## src/design/iwd_pkg.sv

```systemverilog
// constants, types and register map for the instruction word decoder
`default_nettype none
package iwd_pkg;
  // machine timing
  localparam int CLK_NS   = 5;
  localparam int CYCLE_NS = 4000;
  localparam int HALF_CYC = CYCLE_NS / (2 * CLK_NS);
  // register byte offsets
  localparam logic [7:0] R_CTRL  = 8'h00;
  localparam logic [7:0] R_STAT  = 8'h04;
  localparam logic [7:0] R_SEQ   = 8'h08;
  localparam logic [7:0] R_XR1   = 8'h0c;
  localparam logic [7:0] R_XR2   = 8'h10;
  localparam logic [7:0] R_XR3   = 8'h14;
  localparam logic [7:0] R_INSTR = 8'h18;
  localparam logic [7:0] R_EA    = 8'h1c;
  localparam logic [7:0] R_DATA  = 8'h20;
  localparam logic [7:0] R_HOLD  = 8'h24;
  // control bits
  localparam int CTL_START = 0;
  localparam int CTL_STOP  = 1;
  localparam int CTL_RKEY  = 2;
  localparam logic [1:0] RESP_OK  = 2'b00;
  localparam logic [1:0] RESP_ERR = 2'b10;
  localparam logic [15:0] SEQ_RESET = 16'h0000;
  // modifier bits inside the displacement byte
  localparam int IA_BIT = 7;
  localparam int BO_BIT = 6;
  localparam logic [1:0] TAG_SEQ = 2'b00;
  // operation codes; values are arbitrary
  localparam logic [4:0] OP_CBS = 5'h09;
  localparam logic [4:0] OP_MIS = 5'h0d;
  localparam logic [31:0] OP_VALID = 32'h7dbf_bf7e;
  localparam logic [31:0] OP_DOUBLE = 32'h0000_0028;
  // instruction word, bit position 0 is the msb
  typedef struct packed {
    logic [4:0] op;
    logic       fmt;
    logic [1:0] tag;
    logic [7:0] disp;
  } instr_t;
  typedef enum logic [2:0] {
    kind_i1  = 3'b000,
    kind_i2  = 3'b001,
    kind_ind = 3'b011,
    kind_e1  = 3'b010,
    kind_e2  = 3'b110
  } kind_t;
endpackage
`default_nettype wire

```

## src/design/instruction_word_decode.sv

```systemverilog
// instruction fetch, field decode and effective address formation
//
// Chosen here: the address map and the AXI4-Lite interface to the registers.
`default_nettype none
// Notes on behaviour
// - instruction-cycle words decode, others are data
// - counter advances each fetch; branch overwrites it
// - 16-bit words, position 0 most significant
// - negatives in two's complement, sign at 0
// - single word spans -32768 to 32767
// - double: high word even, low word odd
// - format bit 0 one word, 1 two words
// - five-bit opcode, 26 valid codes
// - displacement added to tag-chosen register
// - displacement sign is word bit 8
// - tag picks base; two-word adds index
// - two-word address is whole second word
// - indirect bit, except modify_index_skip tag 00
// - branch_out_flag on cond_branch_skip returns
// - six condition bits pick tested indicators
// - power-on reset clears control and registers
// - after reset clock stops, phases keep running
// - reset key zeroes counter, keeps index registers
// - storage address from address reg or channel
// - read word held; write-back from hold register
// - start reads location 0 into control fields
// - cycle start copies counter, then increments
// - modifier holds indirect bit 8, branch-out 9
module instruction_word_decode
  import iwd_pkg::*;
#(
  parameter int ADDR_W = 8,
  parameter int MC_HALF = HALF_CYC
) (
  // clock and reset
  input  wire logic              aclk,
  input  wire logic              aresetn,
  // axi4-lite register port
  input  wire logic [ADDR_W-1:0] s_axi_awaddr,
  input  wire logic              s_axi_awvalid,
  output logic                   s_axi_awready,
  input  wire logic [31:0]       s_axi_wdata,
  input  wire logic [3:0]        s_axi_wstrb,
  input  wire logic              s_axi_wvalid,
  output logic                   s_axi_wready,
  output logic [1:0]             s_axi_bresp,
  output logic                   s_axi_bvalid,
  input  wire logic              s_axi_bready,
  input  wire logic [ADDR_W-1:0] s_axi_araddr,
  input  wire logic              s_axi_arvalid,
  output logic                   s_axi_arready,
  output logic [31:0]            s_axi_rdata,
  output logic [1:0]             s_axi_rresp,
  output logic                   s_axi_rvalid,
  input  wire logic              s_axi_rready,
  // core storage
  output logic [15:0]            stor_addr,
  output logic                   stor_rd,
  input  wire logic [15:0]       stor_rdata,
  output logic                   stor_wr,
  output logic [15:0]            stor_wdata,
  // data channel
  input  wire logic              chan_req,
  input  wire logic [15:0]       chan_addr,
  input  wire logic              chan_wr,
  input  wire logic [15:0]       chan_wdata,
  output logic                   chan_ack,
  // indicators, results and oscillator phases
  input  wire logic [5:0]        status_ind,
  output logic                   irq_return,
  output logic [31:0]            data_word,
  output logic                   data_valid,
  output logic                   osc_phase_a,
  output logic                   osc_phase_b
);
  logic [15:0] osc_q;
  logic        ph_sel_q;
  logic        run_q;
  logic        act_q;
  logic        chan_q;
  logic        decide_q;
  kind_t       kind_q;
  instr_t      ir_q;
  logic [15:0] seq_q;
  logic [15:0] xr_q [3];
  logic [15:0] ea_q;
  logic [15:0] hold_q;
  logic [15:0] hi_q;
  logic        bad_op_q;

  // oscillator runs free; the machine cycle only while running
  wire tick    = (osc_q == 16'(MC_HALF - 1));
  wire tick_a  = tick & ~ph_sel_q;
  wire tick_b  = tick & ph_sel_q;
  wire start_c = tick_a & run_q & ~act_q & ~decide_q;

  // bus decode
  wire wr_go = s_axi_awready;
  wire rd_go = s_axi_arready;
  wire [7:0] wa = 8'(s_axi_awaddr);
  wire [7:0] ra = 8'(s_axi_araddr);
  wire [15:0] wmask = {{8{s_axi_wstrb[1]}}, {8{s_axi_wstrb[0]}}};
  wire wr_ctrl = wr_go & (wa == R_CTRL) & s_axi_wstrb[0];
  wire key_start = wr_ctrl & s_axi_wdata[CTL_START];
  wire key_stop  = wr_ctrl & s_axi_wdata[CTL_STOP];
  wire key_reset = wr_ctrl & s_axi_wdata[CTL_RKEY];
  wire wr_seq = wr_go & (wa == R_SEQ) & ~run_q;
  wire [15:0] wr_val_seq = (seq_q & ~wmask) | (s_axi_wdata[15:0] & wmask);

  // a fetch decides in the cycle hold gets the word, before ir_q has it
  wire instr_t cur = (kind_q == kind_i1) ? instr_t'(hold_q) : ir_q;
  wire        ia      = cur.disp[IA_BIT];
  wire        bo      = cur.disp[BO_BIT];
  wire [5:0]  cond    = cur.disp[5:0];
  wire        op_ok   = OP_VALID[cur.op];
  wire        op_dbl  = OP_DOUBLE[cur.op];
  wire        is_cbs  = (cur.op == OP_CBS);
  wire        mis_t0  = (cur.op == OP_MIS) & (cur.tag == TAG_SEQ);
  wire        ind_req = cur.fmt & ia & ~mis_t0;
  wire        cond_hit = |(cond & status_ind);
  wire [15:0] xr_sel  = xr_q[2'(cur.tag - 2'd1)];
  wire [15:0] base    = (cur.tag == TAG_SEQ) ? seq_q : xr_sel;
  wire [15:0] disp_x  = {{8{cur.disp[7]}}, cur.disp};
  wire [15:0] ea_one  = base + disp_x;
  wire [15:0] idx_add = (cur.tag == TAG_SEQ) ? 16'h0000 : xr_sel;
  wire [15:0] ea_two  = hold_q + idx_add;
  wire [15:0] ea_new  = (kind_q == kind_i1) ? ea_one :
                        (kind_q == kind_i2) ? ea_two : hold_q;
  wire        ind_now = ind_req & (kind_q != kind_ind);
  wire        two_pending = (kind_q == kind_i1) & cur.fmt;
  wire        ea_ready = decide_q & ~two_pending &
                         ((kind_q == kind_i1) | (kind_q == kind_i2) |
                          (kind_q == kind_ind));
  wire        do_cbs  = ea_ready & is_cbs & ~ind_now;
  wire        cbs_br  = do_cbs & cur.fmt & ~cond_hit;
  wire        cbs_skip = do_cbs & ~cur.fmt & cond_hit;

  // next cycle kind once a cycle ends
  wire kind_t after_ea = is_cbs  ? kind_i1 :
                         ind_now ? kind_ind :
                         ~op_ok  ? kind_i1 : kind_e1;
  wire kind_t kind_d =
    (kind_q == kind_i1) ? (cur.fmt ? kind_i2 : after_ea) :
    (kind_q == kind_e1) ? (op_dbl ? kind_e2 : kind_i1) :
    (kind_q == kind_e2) ? kind_i1 : after_ea;

  // storage address of the cycle being started
  wire [15:0] ea_even = {ea_q[15:1], 1'b0};
  wire [15:0] ea_odd  = {ea_q[15:1], 1'b1};
  wire fetch_kind = (kind_q == kind_i1) | (kind_q == kind_i2);
  wire [15:0] cyc_addr =
    chan_req               ? chan_addr :
    fetch_kind             ? seq_q :
    (kind_q == kind_ind)   ? ea_q :
    ~op_dbl                ? ea_q :
    (kind_q == kind_e1)    ? ea_even : ea_odd;

  // register read mux
  wire [15:0] stat_w = {10'h000, bad_op_q, kind_q, act_q, run_q};
  wire rd_hit = (ra == R_CTRL) | (ra == R_STAT) | (ra == R_SEQ) |
                (ra == R_XR1) | (ra == R_XR2) | (ra == R_XR3) |
                (ra == R_INSTR) | (ra == R_EA) | (ra == R_DATA) |
                (ra == R_HOLD);
  wire [31:0] rd_mux =
    (ra == R_CTRL)  ? {31'h0, run_q} :
    (ra == R_STAT)  ? {16'h0, stat_w} :
    (ra == R_SEQ)   ? {16'h0, seq_q} :
    (ra == R_XR1)   ? {16'h0, xr_q[0]} :
    (ra == R_XR2)   ? {16'h0, xr_q[1]} :
    (ra == R_XR3)   ? {16'h0, xr_q[2]} :
    (ra == R_INSTR) ? {16'h0, ir_q} :
    (ra == R_EA)    ? {16'h0, ea_q} :
    (ra == R_DATA)  ? data_word :
    (ra == R_HOLD)  ? {16'h0, hold_q} : 32'h0000_0000;

  // oscillator: phase pulses continue even while stopped
  always_ff @(posedge aclk)
  begin
    if (!aresetn)
    begin
      osc_q       <= 16'h0000;
      ph_sel_q    <= 1'b0;
      osc_phase_a <= 1'b0;
      osc_phase_b <= 1'b0;
    end
    else
    begin
      osc_q       <= tick ? 16'h0000 : osc_q + 16'h0001;
      ph_sel_q    <= ph_sel_q ^ tick;
      osc_phase_a <= tick_a;
      osc_phase_b <= tick_b;
    end
  end

  // run control; reset leaves the machine clock stopped
  always_ff @(posedge aclk)
  begin
    if (!aresetn)
      run_q <= 1'b0;
    else if (key_stop | key_reset)
      run_q <= 1'b0;
    else if (key_start)
      run_q <= 1'b1;
  end

  // cycle sequencing
  always_ff @(posedge aclk)
  begin
    if (!aresetn)
    begin
      act_q    <= 1'b0;
      chan_q   <= 1'b0;
      decide_q <= 1'b0;
      kind_q   <= kind_i1;
    end
    else
    begin
      decide_q <= tick_b & act_q & ~chan_q;
      if (start_c)
      begin
        act_q  <= 1'b1;
        chan_q <= chan_req;
      end
      else if (tick_b)
        act_q <= 1'b0;
      if (key_reset)
        kind_q <= kind_i1;
      else if (decide_q)
        kind_q <= kind_d;
    end
  end

  // instruction counter
  always_ff @(posedge aclk)
  begin
    if (!aresetn)
      seq_q <= SEQ_RESET;
    else if (key_reset)
      seq_q <= SEQ_RESET;
    else if (wr_seq)
      seq_q <= wr_val_seq;
    else if (start_c & ~chan_req & fetch_kind)
      seq_q <= seq_q + 16'h0001;
    else if (cbs_br)
      seq_q <= ea_new;
    else if (cbs_skip)
      seq_q <= seq_q + 16'h0001;
  end

  // index registers: bus loads only, the reset key leaves them
  for (genvar i = 0; i < 3; i++)
  begin : g_xr
    wire [7:0] off = R_XR1 + 8'(4 * i);
    always_ff @(posedge aclk)
    begin
      if (!aresetn)
        xr_q[i] <= 16'h0000;
      else if (wr_go & (wa == off))
        xr_q[i] <= (xr_q[i] & ~wmask) | (s_axi_wdata[15:0] & wmask);
    end
  end

  // storage side: read in the first half, write back in the second
  always_ff @(posedge aclk)
  begin
    if (!aresetn)
    begin
      stor_addr  <= 16'h0000;
      stor_rd    <= 1'b0;
      stor_wr    <= 1'b0;
      hold_q     <= 16'h0000;
      chan_ack   <= 1'b0;
    end
    else
    begin
      stor_rd  <= start_c;
      stor_wr  <= tick_b & act_q;
      chan_ack <= tick_b & act_q & chan_q;
      if (start_c)
        stor_addr <= cyc_addr;
      if (tick_b & act_q)
        hold_q <= (chan_q & chan_wr) ? chan_wdata : stor_rdata;
    end
  end
  assign stor_wdata = hold_q;

  // fields and operands captured at the end of each machine-cycle read, channel cycles excepted
  wire cap = decide_q;
  always_ff @(posedge aclk)
  begin
    if (!aresetn)
    begin
      ir_q        <= '0;
      ea_q        <= 16'h0000;
      bad_op_q    <= 1'b0;
    end
    else if (cap)
    begin
      if (kind_q == kind_i1)
      begin
        ir_q     <= instr_t'(hold_q);
        bad_op_q <= 1'b0;
      end
      if (ea_ready)
      begin
        ea_q     <= ea_new;
        bad_op_q <= ~op_ok;
      end
    end
  end

  // data words: single-word operand, second double-word and channel read cycles deliver data
  always_ff @(posedge aclk)
  begin
    if (!aresetn)
    begin
      hi_q       <= 16'h0000;
      data_word  <= 32'h0000_0000;
      data_valid <= 1'b0;
      irq_return <= 1'b0;
    end
    else
    begin
      data_valid <= 1'b0;
      irq_return <= do_cbs & bo;
      if (cap & (kind_q == kind_e1) & op_dbl)
        hi_q <= hold_q;
      if (cap & (kind_q == kind_e1) & ~op_dbl)
      begin
        data_word  <= {{16{hold_q[15]}}, hold_q};
        data_valid <= 1'b1;
      end
      if (cap & (kind_q == kind_e2))
      begin
        data_word  <= {hi_q, hold_q};
        data_valid <= 1'b1;
      end
      if (tick_b & act_q & chan_q)
      begin
        data_word  <= {{16{stor_rdata[15]}}, stor_rdata};
        data_valid <= ~chan_wr;
      end
    end
  end

  // axi4-lite write channel, one transfer at a time
  wire aw_go = s_axi_awvalid & s_axi_wvalid & ~s_axi_awready &
               ~s_axi_bvalid;
  always_ff @(posedge aclk)
  begin
    if (!aresetn)
    begin
      s_axi_awready <= 1'b0;
      s_axi_wready  <= 1'b0;
      s_axi_bvalid  <= 1'b0;
      s_axi_bresp   <= RESP_OK;
    end
    else
    begin
      s_axi_awready <= aw_go;
      s_axi_wready  <= aw_go;
      if (wr_go)
      begin
        s_axi_bvalid <= 1'b1;
        s_axi_bresp  <= ((wa == R_CTRL) | (wa == R_SEQ) |
                         (wa == R_XR1) | (wa == R_XR2) |
                         (wa == R_XR3)) ? RESP_OK : RESP_ERR;
      end
      else if (s_axi_bready)
        s_axi_bvalid <= 1'b0;
    end
  end

  // axi4-lite read channel
  wire ar_go = s_axi_arvalid & ~s_axi_arready & ~s_axi_rvalid;
  always_ff @(posedge aclk)
  begin
    if (!aresetn)
    begin
      s_axi_arready <= 1'b0;
      s_axi_rvalid  <= 1'b0;
      s_axi_rdata   <= 32'h0000_0000;
      s_axi_rresp   <= RESP_OK;
    end
    else
    begin
      s_axi_arready <= ar_go;
      if (rd_go)
      begin
        s_axi_rvalid <= 1'b1;
        s_axi_rdata  <= rd_mux;
        s_axi_rresp  <= rd_hit ? RESP_OK : RESP_ERR;
      end
      else if (s_axi_rready)
        s_axi_rvalid <= 1'b0;
    end
  end
endmodule
`default_nettype wire

```

## config.mk

```make
export PLATFORM = sky130hd
export DESIGN_NAME = instruction_word_decode
export DESIGN_NICKNAME = d
export VERILOG_FILES = /design/src/design/iwd_pkg.sv /design/src/design/instruction_word_decode.sv
export SDC_FILE = /design/constraint.sdc
export NUM_CORES = 1
export LEC_CHECK = 0
export BUFFER_PORTS_ARGS = -buffer_cell sky130_fd_sc_hd__buf_2
export CAP_MARGIN = 20
export CORE_UTILIZATION = 58
export CTS_CLUSTER_SIZE = 8
export DETAILED_ROUTE_END_ITERATION = 10
export GPL_TIMING_DRIVEN = 0
export PLACE_DENSITY_LB_ADDON = 0.12
export SLEW_MARGIN = 40
export SYNTH_ARGS = -nofsm -noshare
export SYNTH_HDL_FRONTEND = slang
export SYNTH_SLANG_ARGS = --single-unit
```

## constraint.sdc

```tcl
create_clock -name aclk -period 7.1 [get_ports aclk]
set_clock_uncertainty 0.05 [all_clocks]
set_input_delay 0.355 -clock aclk [delete_from_list [all_inputs] [get_ports aclk]]
set_output_delay 0.355 -clock aclk [all_outputs]
set_load 0.01 [all_outputs]
```

==> out/results.txt <==
clock-pin slew of the registers on the worst-case setup and hold paths = 60 ps
Worst R2R Setup Slack = 360 ps
Fillers = 1953
antenna diode instance count = 0
core area = 23700 sq um
# port buffers = 199
height of the chip = 158 um
Post-CTS Setup Bufs = 0
clock network latency to the later pin of the worst-skew pair = 530 ps
post-DR vias/cell = 6.68
Warnings, synthesis = 0
post-place instance area = 15600 sq um
cell chain of the critical path = or3_1 > buf_6 > buf_2 > mux2i_4 > buf_2 > ha_1 > clkbuf_1 > clkbuf_2 > nor2_1 > a211oi_1 > ha_1 > inv_1 > fa_1 > nor2b_1 > o2111ai_1 > a41oi_1 > a21o_1 > a21oi_1 > xnor2_1 > a221oi_1 > a221o_1 > o31ai_1
number of library cell types mapped by synthesis = 79
level count of the clock H-tree = 2
outcome = finished, final reports clean
GR Util met2 = 0.678
ranking of synthesized cells by instance count = 240 x sky130_fd_sc_hd__nor2_1, 198 x sky130_fd_sc_hd__dfxtp_1, 187 x sky130_fd_sc_hd__nand2_1, 162 x sky130_fd_sc_hd__a21oi_1, 123 x sky130_fd_sc_hd__clkbuf_1
horizontal extent of the die = 158 um
Final GP Congestion = 1.03
share of the clock period used by the worst path = 0.950
setup repair after global routing missed its margin = no
busiest metal layer after global routing = met2
Post-synth EDFFs = 48
die area = 25000 sq um
cell row count = 56
Final #Nets = 2134
met1 Usage GRT = 0.575
CTS tree = built
kind of cell adding the most delay to the critical path = compound AO/OA/AOI/OAI gates
share of Yosys cell area claimed by the top area cell type = 0.280
Cells after Synth = 1743
Max IR drop VDD = 214 uV
post-synthesis instance area = 14100 sq um
post-synthesis share of cell area spent on xor and xnor gates = 0.0328
classification of the worst-slack hold path = input port to flip-flop
top post-synthesis cells by area = sky130_fd_sc_hd__dfxtp_1 28%, sky130_fd_sc_hd__edfxtp_1 10%, sky130_fd_sc_hd__nor2_1 6.4%
critical path class = flip-flop to flip-flop
post-route minimum period = 6740 ps
post-route standard cell area excluding fillers = 16600 sq um
most frequent cell after synthesis = sky130_fd_sc_hd__nor2_1
standby leakage power = 6.79 nW
number of antenna violations at the first check in global routing = 2
count of hold buffers inserted by post-cts repair = 0
global-route wire length before repair = 82.8 mm
Compound-Gate Fraction of Synth Area = 0.249
area share of fa/ha/maj cells after synthesis = 0.0338
Ports = 227
Critical path buffers and inverters = 6
overall global routing resource usage = 0.450
met3 usage in global routing = 0.129
TritonCTS Buffers = 36
maximum capacitance violations = 0
remaining antenna violation count = 0
Final Max Tran Viols = 0
maximum fanout count along the critical path = 10
Worst Path Arrival = 7070 ps
sum of net half-perimeters after detailed placement = 43.3 mm
startpoint kind of the worst setup timing path = flip-flop
worst stage delay on the critical path = 590 ps
post-synthesis register bit count = 246
average cell area after synthesis = 8.12 sq um
final total negative setup slack = 0 ps
largest family of logic cells by synthesized area = compound AO/OA/AOI/OAI gates
cell type with the highest aggregate area in the netlist = sky130_fd_sc_hd__dfxtp_1
cell with the largest stage delay on the worst path = sky130_fd_sc_hd__a211oi_1
total DRC errors in the routed layout = 0
Max Buffers Root-to-Sink = 3
FFs w/ async S/R, synth = 0
Finish-stage setup viols = 0
count of vias placed by the detailed router = 15400
type of element capturing the critical path = flip-flop
router iterations before antenna repair = 6
most frequently used flop master after synthesis = sky130_fd_sc_hd__dfxtp_1
Worst Path Required = 7430 ps
initial standard-cell utilization of the core = 0.597
buffer type at the clock tree root = sky130_fd_sc_hd__clkbuf_16
Routed Wire Length = 57.3 mm
simple-gate share of the synthesized area = 0.198
GRT Residual Overflow = 0
Fmax = 148 MHz
routed wirelength normalized by instance count = 24.8 um
pin slew with the least headroom to its limit = 964 ps
pin count of the biggest net entering global routing = 17
layout cells sized above 1 = 0.144
multiplexer share of the synthesized area = 0.0563
register area share after synthesis = 0.382
normalized max-slew margin = 0.354
vias in the first global route = 13800
violation count after the first detailed-route iteration = 2105
TritonCTS Sinks = 246
layout overhead on the synthesized area = 17.1%
power per cell area = 191 nW/um^2
count of final hold-check violations = 0
==> worst register-to-register path: cells and delay by family, from the launching register on <==
kind / cells / cell delay, ps
AOI/OAI and AO/OA: 8 / 2350
buffers and inverters: 6 / 1570
adders and majority gates: 3 / 930
and+or+nand+nor: 3 / 690
muxes: 1 / 500
DFF: 1 / 340
xor gates and xnor gates: 1 / 150
==> cells by family after synthesis <==
logic type      Yosys count
compound gates          529
simple gates            630
other cells               1
mux                      77
fa+ha+maj                37
xor+xnor                 53
buf+inv                 170
flops                   246
==> cells in the final DEF (no fill, tap or decap), types with 48 or more instances in the layout <==
cell type,netlist,final
sky130_fd_sc_hd__edfxtp_1,48,48
sky130_fd_sc_hd__nand2_1,187,187
sky130_fd_sc_hd__a21oi_1,162,162
sky130_fd_sc_hd__nand3_1,66,66
sky130_fd_sc_hd__dfxtp_1,198,198
sky130_fd_sc_hd__buf_2,6,206
sky130_fd_sc_hd__mux2i_1,66,66
sky130_fd_sc_hd__clkbuf_1,123,130
sky130_fd_sc_hd__nor2_1,240,240
sky130_fd_sc_hd__o21ai_0,96,96
==> final cells by class <==
type | count | area, sq um | share of cell area
Clock buffer | 46 | 938 | 0.0566
Multi-Input combinational cell | 1328 | 8110 | 0.489
Sequential cell | 246 | 5410 | 0.326
Tap cell | 319 | 399 | 0.0241
Inverter | 32 | 120 | 0.00725
Clock inverter | 3 | 45.0 | 0.00272
Timing Repair Buffer | 200 | 1000 | 0.0604
Buffer | 138 | 552 | 0.0333
==> registers in the layout, summed over array words and instances (netlist names), 3 cells and up, named ones only <==
register and cells:
data_word 32, stor_wdata 16, kind_q 3, hi_q 16, ir_q 16, s_axi_rdata 32, ea_q 16, xr_q 48
stor_addr 16, osc_q 16
==> stage by stage <==
stage	hold slack [ps]	instances	setup WS, ps	utilization	total power (W)
finish	14.5	2312	358	0.700	0.00316
global route	21.1	2312	181	0.700	0.00322
CTS	9.81	2312	229	0.699	0.00315
detailed placement	387	2263	12.6	0.657	0.00163
global placement	376	2262	117	0.656	0.00162
floorplan	380	1744	1800	-	0.00155
==> report_power, final <==
part,total [W],switching [W],leakage (nW),internal [W]
combinational,0.000149,0.000102,4.22,0.0000474
clock,0.00155,0.000630,0.477,0.000921
sequential,0.00146,0.0000171,2.09,0.00144
==> worst paths after layout <==
| check | cells past startpoint | start | to |
|---|---|---|---|
| setup / recovery | 22 | kind_q[0] | flip-flop |
| hold / removal | 3 | s_axi_wvalid | s_axi_wready |
| setup reg to reg | 22 | kind_q[0] | flip-flop |
| hold reg to reg | 1 | s_axi_rvalid | s_axi_arready |
==> layer usage <==
metal	share of wire	vias up
met5	0.00023	-
met2	0.43	1130
li1	-	6802
met3	0.13	228
met1	0.38	7274
met4	0.057	2
==> what timing repair did <==
item                                    4_1_cts  5_1_grt
endpoints found under the setup margin        1        6
pin swaps                                     0        0
resized for setup                             1        5
hold endpoints to repair                      0        0
No activity file was read; power rests on OpenSTA's default activity.
